===== src/tis_regs.vh =====
`ifndef TIS_REGS_VH
`define TIS_REGS_VH

// register byte offsets
`define TIS_OFS_STATUS     8'h20
`define TIS_OFS_IRQ_EN     8'h24
`define TIS_OFS_IRQ_DIS    8'h28
`define TIS_OFS_IRQ_MASK   8'h2C
`define TIS_OFS_RX_HOLD    8'h30
`define TIS_OFS_TX_HOLD    8'h34
`define TIS_OFS_IRQ_PEND   8'h38
`define TIS_OFS_IRQ_CLR    8'h3C

// status / interrupt bit positions
`define TIS_BIT_TRANSFER_DONE_FLAG     0
`define TIS_BIT_RX_BYTE_READY_FLAG      1
`define TIS_BIT_TX_HOLDING_EMPTY_FLAG      2
`define TIS_BIT_SVREAD     3
`define TIS_BIT_SLAVE_SELECTED_FLAG      4
`define TIS_BIT_GCALL      5
`define TIS_BIT_OVRUN      6
`define TIS_BIT_NACK       8
`define TIS_BIT_ARBLOST    9
`define TIS_BIT_CLKWAIT    10
`define TIS_BIT_SVEND      11

// widths and reset values
`define TIS_FLAG_W         12
`define TIS_IRQ_VALID      12'hF77
`define TIS_MASK_RESET     12'h000
`define TIS_BYTE_RESET     8'h00

`endif


===== src/tis_irq_mask.v =====
`timescale 1ns/1ns
`default_nettype none

`include "tis_regs.vh"

// interrupt mask, sticky pending bits and the single level interrupt
module tis_irq_mask #(
    parameter W = `TIS_FLAG_W
) (
    // clock and reset
    input  wire         clk,
    input  wire         reset_n,
    // register writes, one-cycle strobes
    input  wire         en_we,
    input  wire         dis_we,
    input  wire         clr_we,
    input  wire [W-1:0] wdata,
    // live status flags
    input  wire [W-1:0] status,
    // results
    output reg  [W-1:0] mask_q,
    output reg  [W-1:0] pend_q,
    output reg          irq_q
);

    reg [W-1:0] mask_d;
    reg [W-1:0] pend_d;

    always @* begin
        mask_d = mask_q;
        if (en_we) begin
            mask_d = mask_d | (wdata & `TIS_IRQ_VALID); // [RULE_05]
        end
        if (dis_we) begin
            mask_d = mask_d & ~wdata; // [RULE_06]
        end
        pend_d = pend_q;
        if (clr_we) begin
            pend_d = pend_d & ~wdata;
        end
        // a flag high in the clearing cycle is kept
        pend_d = pend_d | (status & `TIS_IRQ_VALID);
    end

    always @(posedge clk) begin
        if (!reset_n) begin
            mask_q <= `TIS_MASK_RESET; // [RULE_07]
            pend_q <= {W{1'b0}};
            irq_q  <= 1'b0;
        end else begin
            mask_q <= mask_d;
            pend_q <= pend_d;
            irq_q  <= |((pend_d | status) & mask_d); // [RULE_14]
        end
    end

endmodule // tis_irq_mask

`default_nettype wire


===== src/tis_core.v =====
// The Avalon-MM slave port and the register addresses are this design's own decisions.
`timescale 1ns/1ns
`default_nettype none

`include "tis_regs.vh"

// Summary of operation
// [RULE_01] clock wait flag follows stretching, slave only
// [RULE_02] stretch when holding byte not ready
// [RULE_03] slave end flag set as access ends
// [RULE_04] status read clears slave end flag
// [RULE_05] enable write sets written mask bits
// [RULE_06] disable write clears written mask bits
// [RULE_07] mask reads enabled sources, resets zero
// [RULE_08] low byte interrupt bit positions fixed
// [RULE_09] upper interrupt bits eight to eleven
// [RULE_10] receive holding shows last byte received
// [RULE_11] transmit holding takes next byte, resets zero
// [RULE_12] slave selected follows address match until stop
// [RULE_13] arbitration lost set with done, read clears
// [RULE_14] interrupt while flag and mask both set
module tis_core #(
    parameter AW = 8,
    parameter DW = 32
) (
    // clock and reset
    input  wire          clk,
    input  wire          reset_n,
    // avalon-mm slave
    input  wire [AW-1:0] avs_address,
    input  wire          avs_read,
    input  wire          avs_write,
    input  wire [DW-1:0] avs_writedata,
    input  wire [3:0]    avs_byteenable,
    output reg  [DW-1:0] avs_readdata,
    output reg           avs_waitrequest,
    // serial engine status
    input  wire          slave_mode,
    input  wire          slave_selected_flag,
    input  wire          slave_read_dir,
    input  wire          transfer_done_flag,
    input  wire          general_call_evt,
    input  wire          nack_evt,
    input  wire          arb_lost_evt,
    // serial engine byte handoff
    input  wire          rx_byte_valid,
    input  wire [7:0]    rx_byte,
    input  wire          tx_byte_need,
    output reg           rx_byte_taken,
    output reg           tx_byte_load,
    output reg  [7:0]    tx_byte,
    // serial clock hold and interrupt
    output reg           scl_stretch,
    output reg           irq
);

    // register decode, used by read and write paths
    function [3:0] reg_index;
        input [AW-1:0] addr;
        begin
            case (addr)
                `TIS_OFS_STATUS:   reg_index = 4'h1;
                `TIS_OFS_IRQ_EN:   reg_index = 4'h2;
                `TIS_OFS_IRQ_DIS:  reg_index = 4'h3;
                `TIS_OFS_IRQ_MASK: reg_index = 4'h4;
                `TIS_OFS_RX_HOLD:  reg_index = 4'h5;
                `TIS_OFS_TX_HOLD:  reg_index = 4'h6;
                `TIS_OFS_IRQ_PEND: reg_index = 4'h7;
                `TIS_OFS_IRQ_CLR:  reg_index = 4'h8;
                default:           reg_index = 4'h0;
            endcase
        end
    endfunction

    localparam [3:0] IX_STATUS = 4'h1;
    localparam [3:0] IX_EN     = 4'h2;
    localparam [3:0] IX_DIS    = 4'h3;
    localparam [3:0] IX_MASK   = 4'h4;
    localparam [3:0] IX_RHR    = 4'h5;
    localparam [3:0] IX_THR    = 4'h6;
    localparam [3:0] IX_PEND   = 4'h7;
    localparam [3:0] IX_CLR    = 4'h8;

    localparam FW = `TIS_FLAG_W;

    // bus handshake state
    reg          wait_q;
    reg  [DW-1:0] rdata_d;

    // held flags
    reg          rx_byte_ready_flag_q;
    reg          tx_holding_empty_flag_q;
    reg          gcall_q;
    reg          ovrun_q;
    reg          nack_q;
    reg          arblost_q;
    reg          clkwait_q;
    reg          svend_q;
    reg          slave_selected_flag_q;
    reg  [7:0]   rhr_q;
    reg  [7:0]   thr_q;

    reg          rx_byte_ready_flag_d;
    reg          tx_holding_empty_flag_d;
    reg          gcall_d;
    reg          ovrun_d;
    reg          nack_d;
    reg          arblost_d;
    reg          clkwait_d;
    reg          svend_d;
    reg  [7:0]   rhr_d;
    reg  [7:0]   thr_d;

    wire [3:0]   idx;
    wire         acc_done;
    wire         rd_done;
    wire         wr_done;
    wire         st_read;
    wire         thr_write;
    wire         rhr_read;
    wire         rx_accept;
    wire         tx_accept;
    wire [FW-1:0] status_w;
    wire [FW-1:0] mask_w;
    wire [FW-1:0] pend_w;
    wire         irq_w;
    wire [FW-1:0] wbits;

    assign idx      = reg_index(avs_address);
    // access completes at the edge where waitrequest is seen low
    assign acc_done = ~wait_q;
    assign rd_done  = acc_done & avs_read;
    assign wr_done  = acc_done & avs_write;
    assign st_read  = rd_done & (idx == IX_STATUS);
    assign rhr_read = rd_done & (idx == IX_RHR);
    assign thr_write = wr_done & (idx == IX_THR) & avs_byteenable[0];
    assign wbits    = {avs_byteenable[1] ? avs_writedata[FW-1:8] : 4'h0,
                       avs_byteenable[0] ? avs_writedata[7:0] : 8'h00};

    // slave mode stalls a byte while the holding register is still full
    assign rx_accept = rx_byte_valid & ~(slave_mode & rx_byte_ready_flag_q); // [RULE_02]
    assign tx_accept = tx_byte_need & ~tx_holding_empty_flag_q;

    assign status_w = {svend_q,                  // [RULE_09]
                       clkwait_q,
                       arblost_q,
                       nack_q,
                       1'b0,                     // [RULE_08]
                       ovrun_q,
                       gcall_q,
                       slave_selected_flag_q,
                       slave_read_dir & slave_selected_flag_q,
                       tx_holding_empty_flag_q,
                       rx_byte_ready_flag_q,
                       transfer_done_flag};

    tis_irq_mask #(
        .W (FW)
    ) u_irq (
        .clk     (clk),
        .reset_n (reset_n),
        .en_we   (wr_done & (idx == IX_EN)),
        .dis_we  (wr_done & (idx == IX_DIS)),
        .clr_we  (wr_done & (idx == IX_CLR)),
        .wdata   (wbits),
        .status  (status_w),
        .mask_q  (mask_w),
        .pend_q  (pend_w),
        .irq_q   (irq_w)
    );

    // flag next values; every hardware set wins over a read clear
    always @* begin
        rx_byte_ready_flag_d   = rx_byte_ready_flag_q;
        tx_holding_empty_flag_d   = tx_holding_empty_flag_q;
        gcall_d   = gcall_q;
        ovrun_d   = ovrun_q;
        nack_d    = nack_q;
        arblost_d = arblost_q;
        svend_d   = svend_q;
        rhr_d     = rhr_q;
        thr_d     = thr_q;

        if (rhr_read) begin
            rx_byte_ready_flag_d = 1'b0;
        end
        if (st_read) begin
            gcall_d   = 1'b0;
            nack_d    = 1'b0;
            arblost_d = 1'b0; // [RULE_13]
            svend_d   = 1'b0; // [RULE_04]
            if (transfer_done_flag) begin
                ovrun_d = 1'b0;
            end
        end
        if (thr_write) begin
            thr_d   = avs_writedata[7:0]; // [RULE_11]
            tx_holding_empty_flag_d = 1'b0;
        end

        if (rx_accept) begin
            rhr_d   = rx_byte; // [RULE_10]
            rx_byte_ready_flag_d = 1'b1;
            if (rx_byte_ready_flag_q & ~rhr_read) begin
                ovrun_d = 1'b1;
            end
        end
        if (tx_accept | nack_evt) begin
            tx_holding_empty_flag_d = 1'b1;
        end
        if (general_call_evt & slave_mode) begin
            gcall_d = 1'b1;
        end
        if (nack_evt) begin
            nack_d = 1'b1;
        end
        if (arb_lost_evt & ~slave_mode) begin
            arblost_d = 1'b1; // [RULE_13]
        end
        // access end: selected flag falling
        if (slave_mode & slave_selected_flag_q & ~slave_selected_flag) begin
            svend_d = 1'b1; // [RULE_03]
        end
        // flag low while an access is running
        if (slave_mode & slave_selected_flag) begin
            svend_d = 1'b0; // [RULE_03]
        end

        // stretch while a byte waits on a full or empty holding register
        clkwait_d = slave_mode & slave_selected_flag &
                    ((tx_byte_need & tx_holding_empty_flag_d) |
                     (rx_byte_valid & rx_byte_ready_flag_q & ~rhr_read)); // [RULE_01] [RULE_02]
    end

    always @(posedge clk) begin
        if (!reset_n) begin
            rx_byte_ready_flag_q   <= 1'b0;
            tx_holding_empty_flag_q   <= 1'b0;
            gcall_q   <= 1'b0;
            ovrun_q   <= 1'b0;
            nack_q    <= 1'b0;
            arblost_q <= 1'b0;
            clkwait_q <= 1'b0;
            svend_q   <= 1'b0;
            slave_selected_flag_q   <= 1'b0;
            rhr_q     <= `TIS_BYTE_RESET;
            thr_q     <= `TIS_BYTE_RESET;
        end else begin
            rx_byte_ready_flag_q   <= rx_byte_ready_flag_d;
            tx_holding_empty_flag_q   <= tx_holding_empty_flag_d;
            gcall_q   <= gcall_d;
            ovrun_q   <= ovrun_d;
            nack_q    <= nack_d;
            arblost_q <= arblost_d;
            clkwait_q <= clkwait_d; // [RULE_01]
            svend_q   <= svend_d;
            slave_selected_flag_q   <= slave_mode & slave_selected_flag; // [RULE_12]
            rhr_q     <= rhr_d;
            thr_q     <= thr_d;
        end
    end

    // read mux, sampled at the edge where waitrequest falls
    always @* begin
        rdata_d = {DW{1'b0}};
        case (idx)
            IX_STATUS: rdata_d[FW-1:0] = status_w;
            IX_MASK:   rdata_d[FW-1:0] = mask_w; // [RULE_07]
            IX_RHR:    rdata_d[7:0]    = rhr_q;  // [RULE_10]
            IX_THR:    rdata_d[7:0]    = thr_q;
            IX_PEND:   rdata_d[FW-1:0] = pend_w;
            default:   rdata_d = {DW{1'b0}};
        endcase
    end

    // bus handshake and registered outputs
    always @(posedge clk) begin
        if (!reset_n) begin
            wait_q          <= 1'b1;
            avs_waitrequest <= 1'b1;
            avs_readdata    <= {DW{1'b0}};
            rx_byte_taken   <= 1'b0;
            tx_byte_load    <= 1'b0;
            tx_byte         <= `TIS_BYTE_RESET;
            scl_stretch     <= 1'b0;
            irq             <= 1'b0;
        end else begin
            if (wait_q & (avs_read | avs_write)) begin
                wait_q          <= 1'b0;
                avs_waitrequest <= 1'b0;
                avs_readdata    <= avs_read ? rdata_d : {DW{1'b0}};
            end else begin
                wait_q          <= 1'b1;
                avs_waitrequest <= 1'b1;
            end
            rx_byte_taken <= rx_accept;
            tx_byte_load  <= tx_accept;
            if (tx_accept) begin
                tx_byte <= thr_q; // [RULE_11]
            end
            scl_stretch   <= clkwait_d; // [RULE_02]
            irq           <= irq_w;     // [RULE_14]
        end
    end

endmodule // tis_core

`default_nettype wire


===== config.mk =====
export PLATFORM = sky130hd
export DESIGN_NAME = tis_core
export DESIGN_NICKNAME = d
export VERILOG_FILES = /design/src/tis_irq_mask.v /design/src/tis_core.v
export VERILOG_INCLUDE_DIRS = /design/src /design/src/src
export SDC_FILE = /design/constraint.sdc
export NUM_CORES = 1
export LEC_CHECK = 0
export BUFFER_PORTS_ARGS = -buffer_cell sky130_fd_sc_hd__buf_4
export CAP_MARGIN = 15
export CORE_ASPECT_RATIO = 0.7
export CORE_MARGIN = 3
export CORE_UTILIZATION = 51
export DETAILED_ROUTE_END_ITERATION = 10
export PLACE_DENSITY = 0.82
export SLEW_MARGIN = 0
export SYNTH_ARGS = -nofsm -noshare
export SYNTH_HDL_FRONTEND = slang
export SYNTH_SLANG_ARGS = --single-unit

===== constraint.sdc =====
create_clock -name clk -period 2.5 [get_ports clk]
set_input_delay 0.375 -clock clk [delete_from_list [all_inputs] [get_ports clk]]
set_output_delay 0.375 -clock clk [all_outputs]
set_load 0.01 [all_outputs]

After elaboration in Yosys (flattened, before gate mapping)
Index checks and enable logic that the tools add are counted.
{"block": "totals", "reg_bits": 94, "latchBits": 0, "ram_bits": 0, "mem_bits_ro": 0, "in_bits": 65, "out_inout_bits": 45, "word_cells": 107, "n_memories": 0}
{"block": "op_classes", "addsub": 0, "mul": 0, "div": 0, "n_lt_le_gt_ge": 0, "n_eq_ne": 16, "n_shift": 0, "muxes": 23, "bitwise_logic": 41, "n_reduce_logical": 7}
{"op": "8-bit by 6-bit == test with 1-bit output (second input constant)", "n": 8}
{"op": "12-bit two-way mux", "n": 4}
{"op": "8-bit one-hot mux with 5 select lines", "n": 1}
{"op": "12-bit AND", "n": 3}
{"op": "12-bit bitwise OR", "n": 3}
{"op": "4-bit one-hot mux with 8 select lines", "n": 1}
{"op": "1-bit AND", "n": 24}
{"op": "4-bit by 3-bit == test with 1-bit output (second input constant)", "n": 4}
{"op": "1-bit two-way mux", "n": 14}
{"op": "12-bit NOT", "n": 1}
{"op": "4-bit one-hot mux with 3 select lines", "n": 1}
{"op": "12-bit OR reduction", "n": 1}
{"op": "2-bit nonzero test", "n": 5}
{"op": "4-bit by 2-bit == test with 1-bit output (second input constant)", "n": 2}
{"op": "8-bit two-way mux", "n": 1}
{"op": "1-bit NOT", "n": 7}
{"op": "4-bit by 1-bit == test with 1-bit output (second input constant)", "n": 1}
{"op": "4-bit == test (second input constant)", "n": 1}
{"op": "4-bit two-way mux", "n": 1}
{"op": "1-bit bitwise OR", "n": 3}
{"op": "2-bit OR reduction", "n": 1}

Longest topological paths before layout
{"block": "depth", "ltp_word": 10, "depth_mapped": 8, "ltp_nobuf": 6}

By module
From an unflattened synthesis, not the netlist that was laid out.
{"block": "unflattened", "cells_unflattened": 413, "area_unflattened_um2": 3537.1}
{"mod": "tis_core", "instances": 1, "cells_each": 302, "area_each_um2": 2514.9}
{"mod": "tis_irq_mask", "instances": 1, "cells_each": 111, "area_each_um2": 1022.2}

Least setup slack after synthesis
OpenSTA, ideal clock, no wires.
{"block": "synth_timing", "path_kind": "input port to flip-flop", "from": "in avs_address[7]", "to": "reg u_irq.irq_q", "setup_time_ns": 0.140, "arrival_ns": 2.067, "setup_slack_ns": 0.293, "cell_stages": 7, "path_buffers": 1, "cell_sequence": "or4_4 buf_6 or4_4 a21oi_2 nor3_1 nor3_2 a41oi_1"}
{"block": "synth_between", "elab_chain_cells": 9, "word_cells_on_any_way": 23, "classes_between": "eq/ne: 11; mux: 4; bitwise: 7; reduce/logical: 1"}
{"element": "start: declaration", "line": "tis_core.v:30", "source": "input wire [AW-1:0] avs_address,"}
{"element": "8-bit by 6-bit == test with 1-bit output", "line": "tis_core.v:61", "source": "case (addr)"}
{"element": "4-bit one-hot mux with 8 select lines (*)", "line": "tis_core.v:61"}
{"element": "4-bit == test or 4-bit by 2-bit == test with 1-bit output (tied branches)", "line": "tis_core.v:164, tis_core.v:162"}
{"element": "1-bit AND (on tied branches)", "line": "tis_core.v:164, tis_core.v:162"}
{"element": "12-bit two-way mux (on tied branches)", "line": "tis_irq_mask.v:38, tis_irq_mask.v:31"}
{"element": "12-bit bitwise OR or 12-bit AND (tied branches)", "line": "tis_irq_mask.v:42, tis_irq_mask.v:35"}
{"element": "12-bit bitwise OR or 12-bit two-way mux (tied branches)", "line": "tis_irq_mask.v:53, tis_irq_mask.v:34"}
{"element": "12-bit AND (*)", "line": "tis_irq_mask.v:53", "source": "irq_q <= |((pend_d | status) & mask_d);"}
{"element": "12-bit OR reduction (*)", "line": "tis_irq_mask.v:53"}
{"element": "end signal: assignment", "line": "tis_irq_mask.v:53"}
{"element": "end: declaration", "line": "tis_irq_mask.v:23", "source": "output reg irq_q"}
Mark *: on every way between the ends. The rest lies on a longest branch, timed or not.
A chain may end at the register's enable or synchronous reset.

Final worst setup path
{"block": "layout_timing", "from": "reg wait_q", "to": "reg u_irq.irq_q"}
{"block": "layout_between", "elab_chain_cells": 8, "word_cells_on_any_way": 13, "classes_between": "mux: 3; bitwise: 9; reduce/logical: 1"}
{"element": "start: declaration", "line": "tis_core.v:87", "source": "reg wait_q;"}
{"element": "start signal: assignment", "line": "tis_core.v:279", "source": "wait_q <= 1'b1;"}
{"element": "start signal: assignment", "line": "tis_core.v:289", "source": "wait_q <= 1'b0;"}
{"element": "start signal: assignment", "line": "tis_core.v:293", "source": "wait_q <= 1'b1;"}
{"element": "1-bit NOT (*)", "line": "tis_core.v:131", "source": "assign acc_done = ~wait_q;"}
{"element": "1-bit AND (*)", "line": "tis_core.v:133", "source": "assign wr_done = acc_done & avs_write;"}
{"element": "1-bit AND (on tied branches)", "line": "tis_core.v:164, tis_core.v:162"}
{"element": "12-bit two-way mux (on tied branches)", "line": "tis_irq_mask.v:38, tis_irq_mask.v:31"}
{"element": "12-bit bitwise OR or 12-bit AND (tied branches)", "line": "tis_irq_mask.v:42, tis_irq_mask.v:35"}
{"element": "12-bit bitwise OR or 12-bit two-way mux (tied branches)", "line": "tis_irq_mask.v:53, tis_irq_mask.v:34"}
{"element": "12-bit AND (*)", "line": "tis_irq_mask.v:53"}
{"element": "12-bit OR reduction (*)", "line": "tis_irq_mask.v:53"}
Marks and branches as above.

==> impl_metrics.ini <==
[outcome]
status = complete, no violations

[sta]
period_minus_slack_ns = 2.257
rsz0062_at_grt = false
layout_setup_ws_ns = 0.2427
maxSlewViolCount = 0
finalCritPeriodShare_pct = 90.29
tightest_slew_ns = 0.7349
timing.slew.headroom_pct = 50.68
setup_violations = 0
max_freq_mhz = 443.0
hold_viol = 0
clock_skew_ns = 0.006110

[grt]
grt_max_degree = 34
antenna_found_initial = 0
grt_first_pass_wirelength_mm = 14.81
gr-total-overflow = 0
grt_pass1_vias = 2868
grt_use_total_pct = 24.55

[setup_path]
rr_startpoint = wait_q
critical_path_class = reg -> reg
cp_slowest_cell = or3_1
path_buf_inv = 0
critPathTopFamily = simple AND/OR/NAND/NOR gates
cpMostUsedCell = nor3_1
start_kind = flop
rr_worst_depth = 6
arrival_ns = 2.47
path_depth = 6
required_ns = 2.71
crit_path_max_fanout = 8
crit_start = wait_q
slowest_delay_ns = 0.63
crit_chain = nand4b_1, or3_1, nor3_1, nor3_1, nor4_1, a41oi_1
end_kind = flop

[cts]
cts_max_level = 3
clock_latency_ns = 0.35
path_clk_slew_ns = 0.08
cts_root_buffer = clkbuf_8
cts_hold_buf = 0
cts_sinks = 74
cts_buffers = 9
clock_path_buffers = 2
postCtsSetupBuffers = 0
ctsResizeCount = 0
cts_tree = built

[pwr]
irDropWorstVdd_mv = 0.3571
p_leak_nw = 1.631
intPower_w = 0.001962
switchingPower_w = 0.0006032
powerDensity_nw_per_um2 = 609.7
seqPwrFrac_pct = 48.2
pwr-share-clk_pct = 42.6
p_comb_share_pct = 9.2
p_sw_share_pct = 23.51

[die]
die_w_um = 104.4
rows = 24
die-area_sq_um = 7818
ios = 110
coreArea_sq_um = 6396
initial_core_util_pct = 54.05
die_h_um = 74.89

[cells_and_area]
fillCellCount = 554
mostFrequentLayoutCells = buf_4, nand2_1, dfxtp_1
stdcell_count = 580
drive_above_1_share_pct = 22.70
num_antenna_cells = 0
mostFrequentLayoutCell = buf_4
syn_to_final_growth_pct = 21.72
nets = 550

[yosys]
synth_flop_cell = dfxtp_1
synth_edf_count = 0
yosysWarnings = 0
synth_top_area_share_pct = 42.85
ys_async_sr_fraction_pct = 0
ys_seq_area_share_pct = 42.85
syn_area_sq_um = 3457
avgSynthCellArea_sq_um = 8.290
synth_cells = 417
synth_cell_types = 57
synth_area_leaders = dfxtp_1, nand2_1, nor2_1, buf_4, a21oi_1
yosysTopAreaCell = dfxtp_1
ys_ff_latch = 74

[drt]
wl_per_cell_um = 16.69
ant_nets = 0
drc = 0
viasPerCell = 5.641
vias = 3272
first_iter_violations = 372
drt_wl_total_mm = 9.683
first_pass_iters = 6

[min_path]
hp-class = in -> reg
hold_depth = 3
hold_start = rx_byte[1]

[placement]
hpwl_mm = 7.276
dpl.cell_count = 565
gp_congestion = 0.9380
portBuffers = 67
place_ws_ns = -0.04060

[flow_run]
maxCapViolations = 0
-- flip-flops by register name, summed over array words and instances (netlist names) --
| register | cells |
|---|---|
| avs_readdata | 12 |
| u_irq.mask_q | 12 |
| u_irq.pend_q | 12 |
| rhr_q | 8 |
| thr_q | 8 |
| tx_byte | 8 |
| arblost_q | 1 |
| gcall_q | 1 |
| irq | 1 |
| nack_q | 1 |
| ovrun_q | 1 |
| rx_byte_ready_flag_q | 1 |
| rx_byte_taken | 1 |
| scl_stretch | 1 |
| slave_selected_flag_q | 1 |
| svend_q | 1 |
| tx_byte_load | 1 |
| tx_holding_empty_flag_q | 1 |
| u_irq.irq_q | 1 |
| wait_q | 1 |
-- kinds of logic (layout without fill, tap and decap cells) --
logic type / after synthesis / after routing / synth area share (%)
compound gates: 94 / 94 / 18.21
buf+inv: 48 / 101 / 8.686
flops: 74 / 74 / 42.85
other cells: 1 / 20 / 0.1085
simple gates: 184 / 184 / 25.44
mux: 16 / 16 / 4.705
-- routing by layer --
metal | vias up | wire length (um) | share of wire [%] | track usage (%)
li1 | 1574 | - | - | -
met1 | 1496 | 4295 | 44 | 35.16
met2 | 189 | 4111 | 42 | 34.98
met3 | 13 | 1197 | 12 | 10.37
met4 | 0 | 79 | 0.82 | 4.130
met5 | - | 0 | 0 | 0
-- worst reg2reg max path, cell delays in order, from the launching register on --
cell	delay, ns
dfxtp_1	0.37
nand4b_1	0.36
or3_1	0.63
nor3_1	0.30
nor3_1	0.11
nor4_1	0.21
a41oi_1	0.14
-- stage by stage --
stage,cell area [sq um],TNS [ns],total power [W],util [%],hold WS [ns]
global placement,3976,-0.02255,0.001488,62.17,0.4390
CTS,4208,0,0.002567,65.79,0.2659
global route,4208,0,0.002647,65.79,0.2553
finish,4208,0,0.002566,65.79,0.2696
detailed placement,3976,-0.04060,0.001494,62.17,0.4479
floorplan,3528,0,0.001408,-,0.4118
-- power by group through the flow --
stage	clock network, W	logic [W]	registers (W)
5_1_grt	0.00115	0.000262	0.00124
3_5_place_dp	0	0.000233	0.00126
6_report	0.00109	0.000237	0.00124
3_3_place_gp	0	0.000229	0.00126
2_1_floorplan	0	0.000154	0.00125
4_1_cts	0.00110	0.000234	0.00123
-- worst paths after layout --
kind	slack (ns)	to
max	0.24	u_irq.irq_q
min	0.27	rhr_q[1]
max reg2reg	0.24	u_irq.irq_q
min reg2reg	0.46	tx_byte[3]
-- cells in the mapped netlist (4+ instances only) --
cell       count
a21o_1         8
a21oi_1       29
a222oi_1       4
a22oi_1        8
a2bb2oi_1      4
a31oi_1        4
and2_1         6
buf_2          4
buf_4         21
buf_6          4
clkbuf_1      13
dfxtp_1       74
mux2i_1       14
nand2_1       74
nand2b_1       6
nor2_1        44
nor3_1        19
nor4_1         8
o21ai_0       10
o22ai_1        8
-- cell type report --
type	instances	area, sq um	share of cell area (%)
clock buffers	10	127.6	3.033
clock inverters	5	103.9	2.468
inverters	3	11.26	0.2676
multi-input cells	314	1747	41.51
flip-flops and latches	74	1481	35.21
well taps	91	113.9	2.706
repair buffers	83	623.1	14.81
Note: power is estimated with default switching activity, not from simulation.
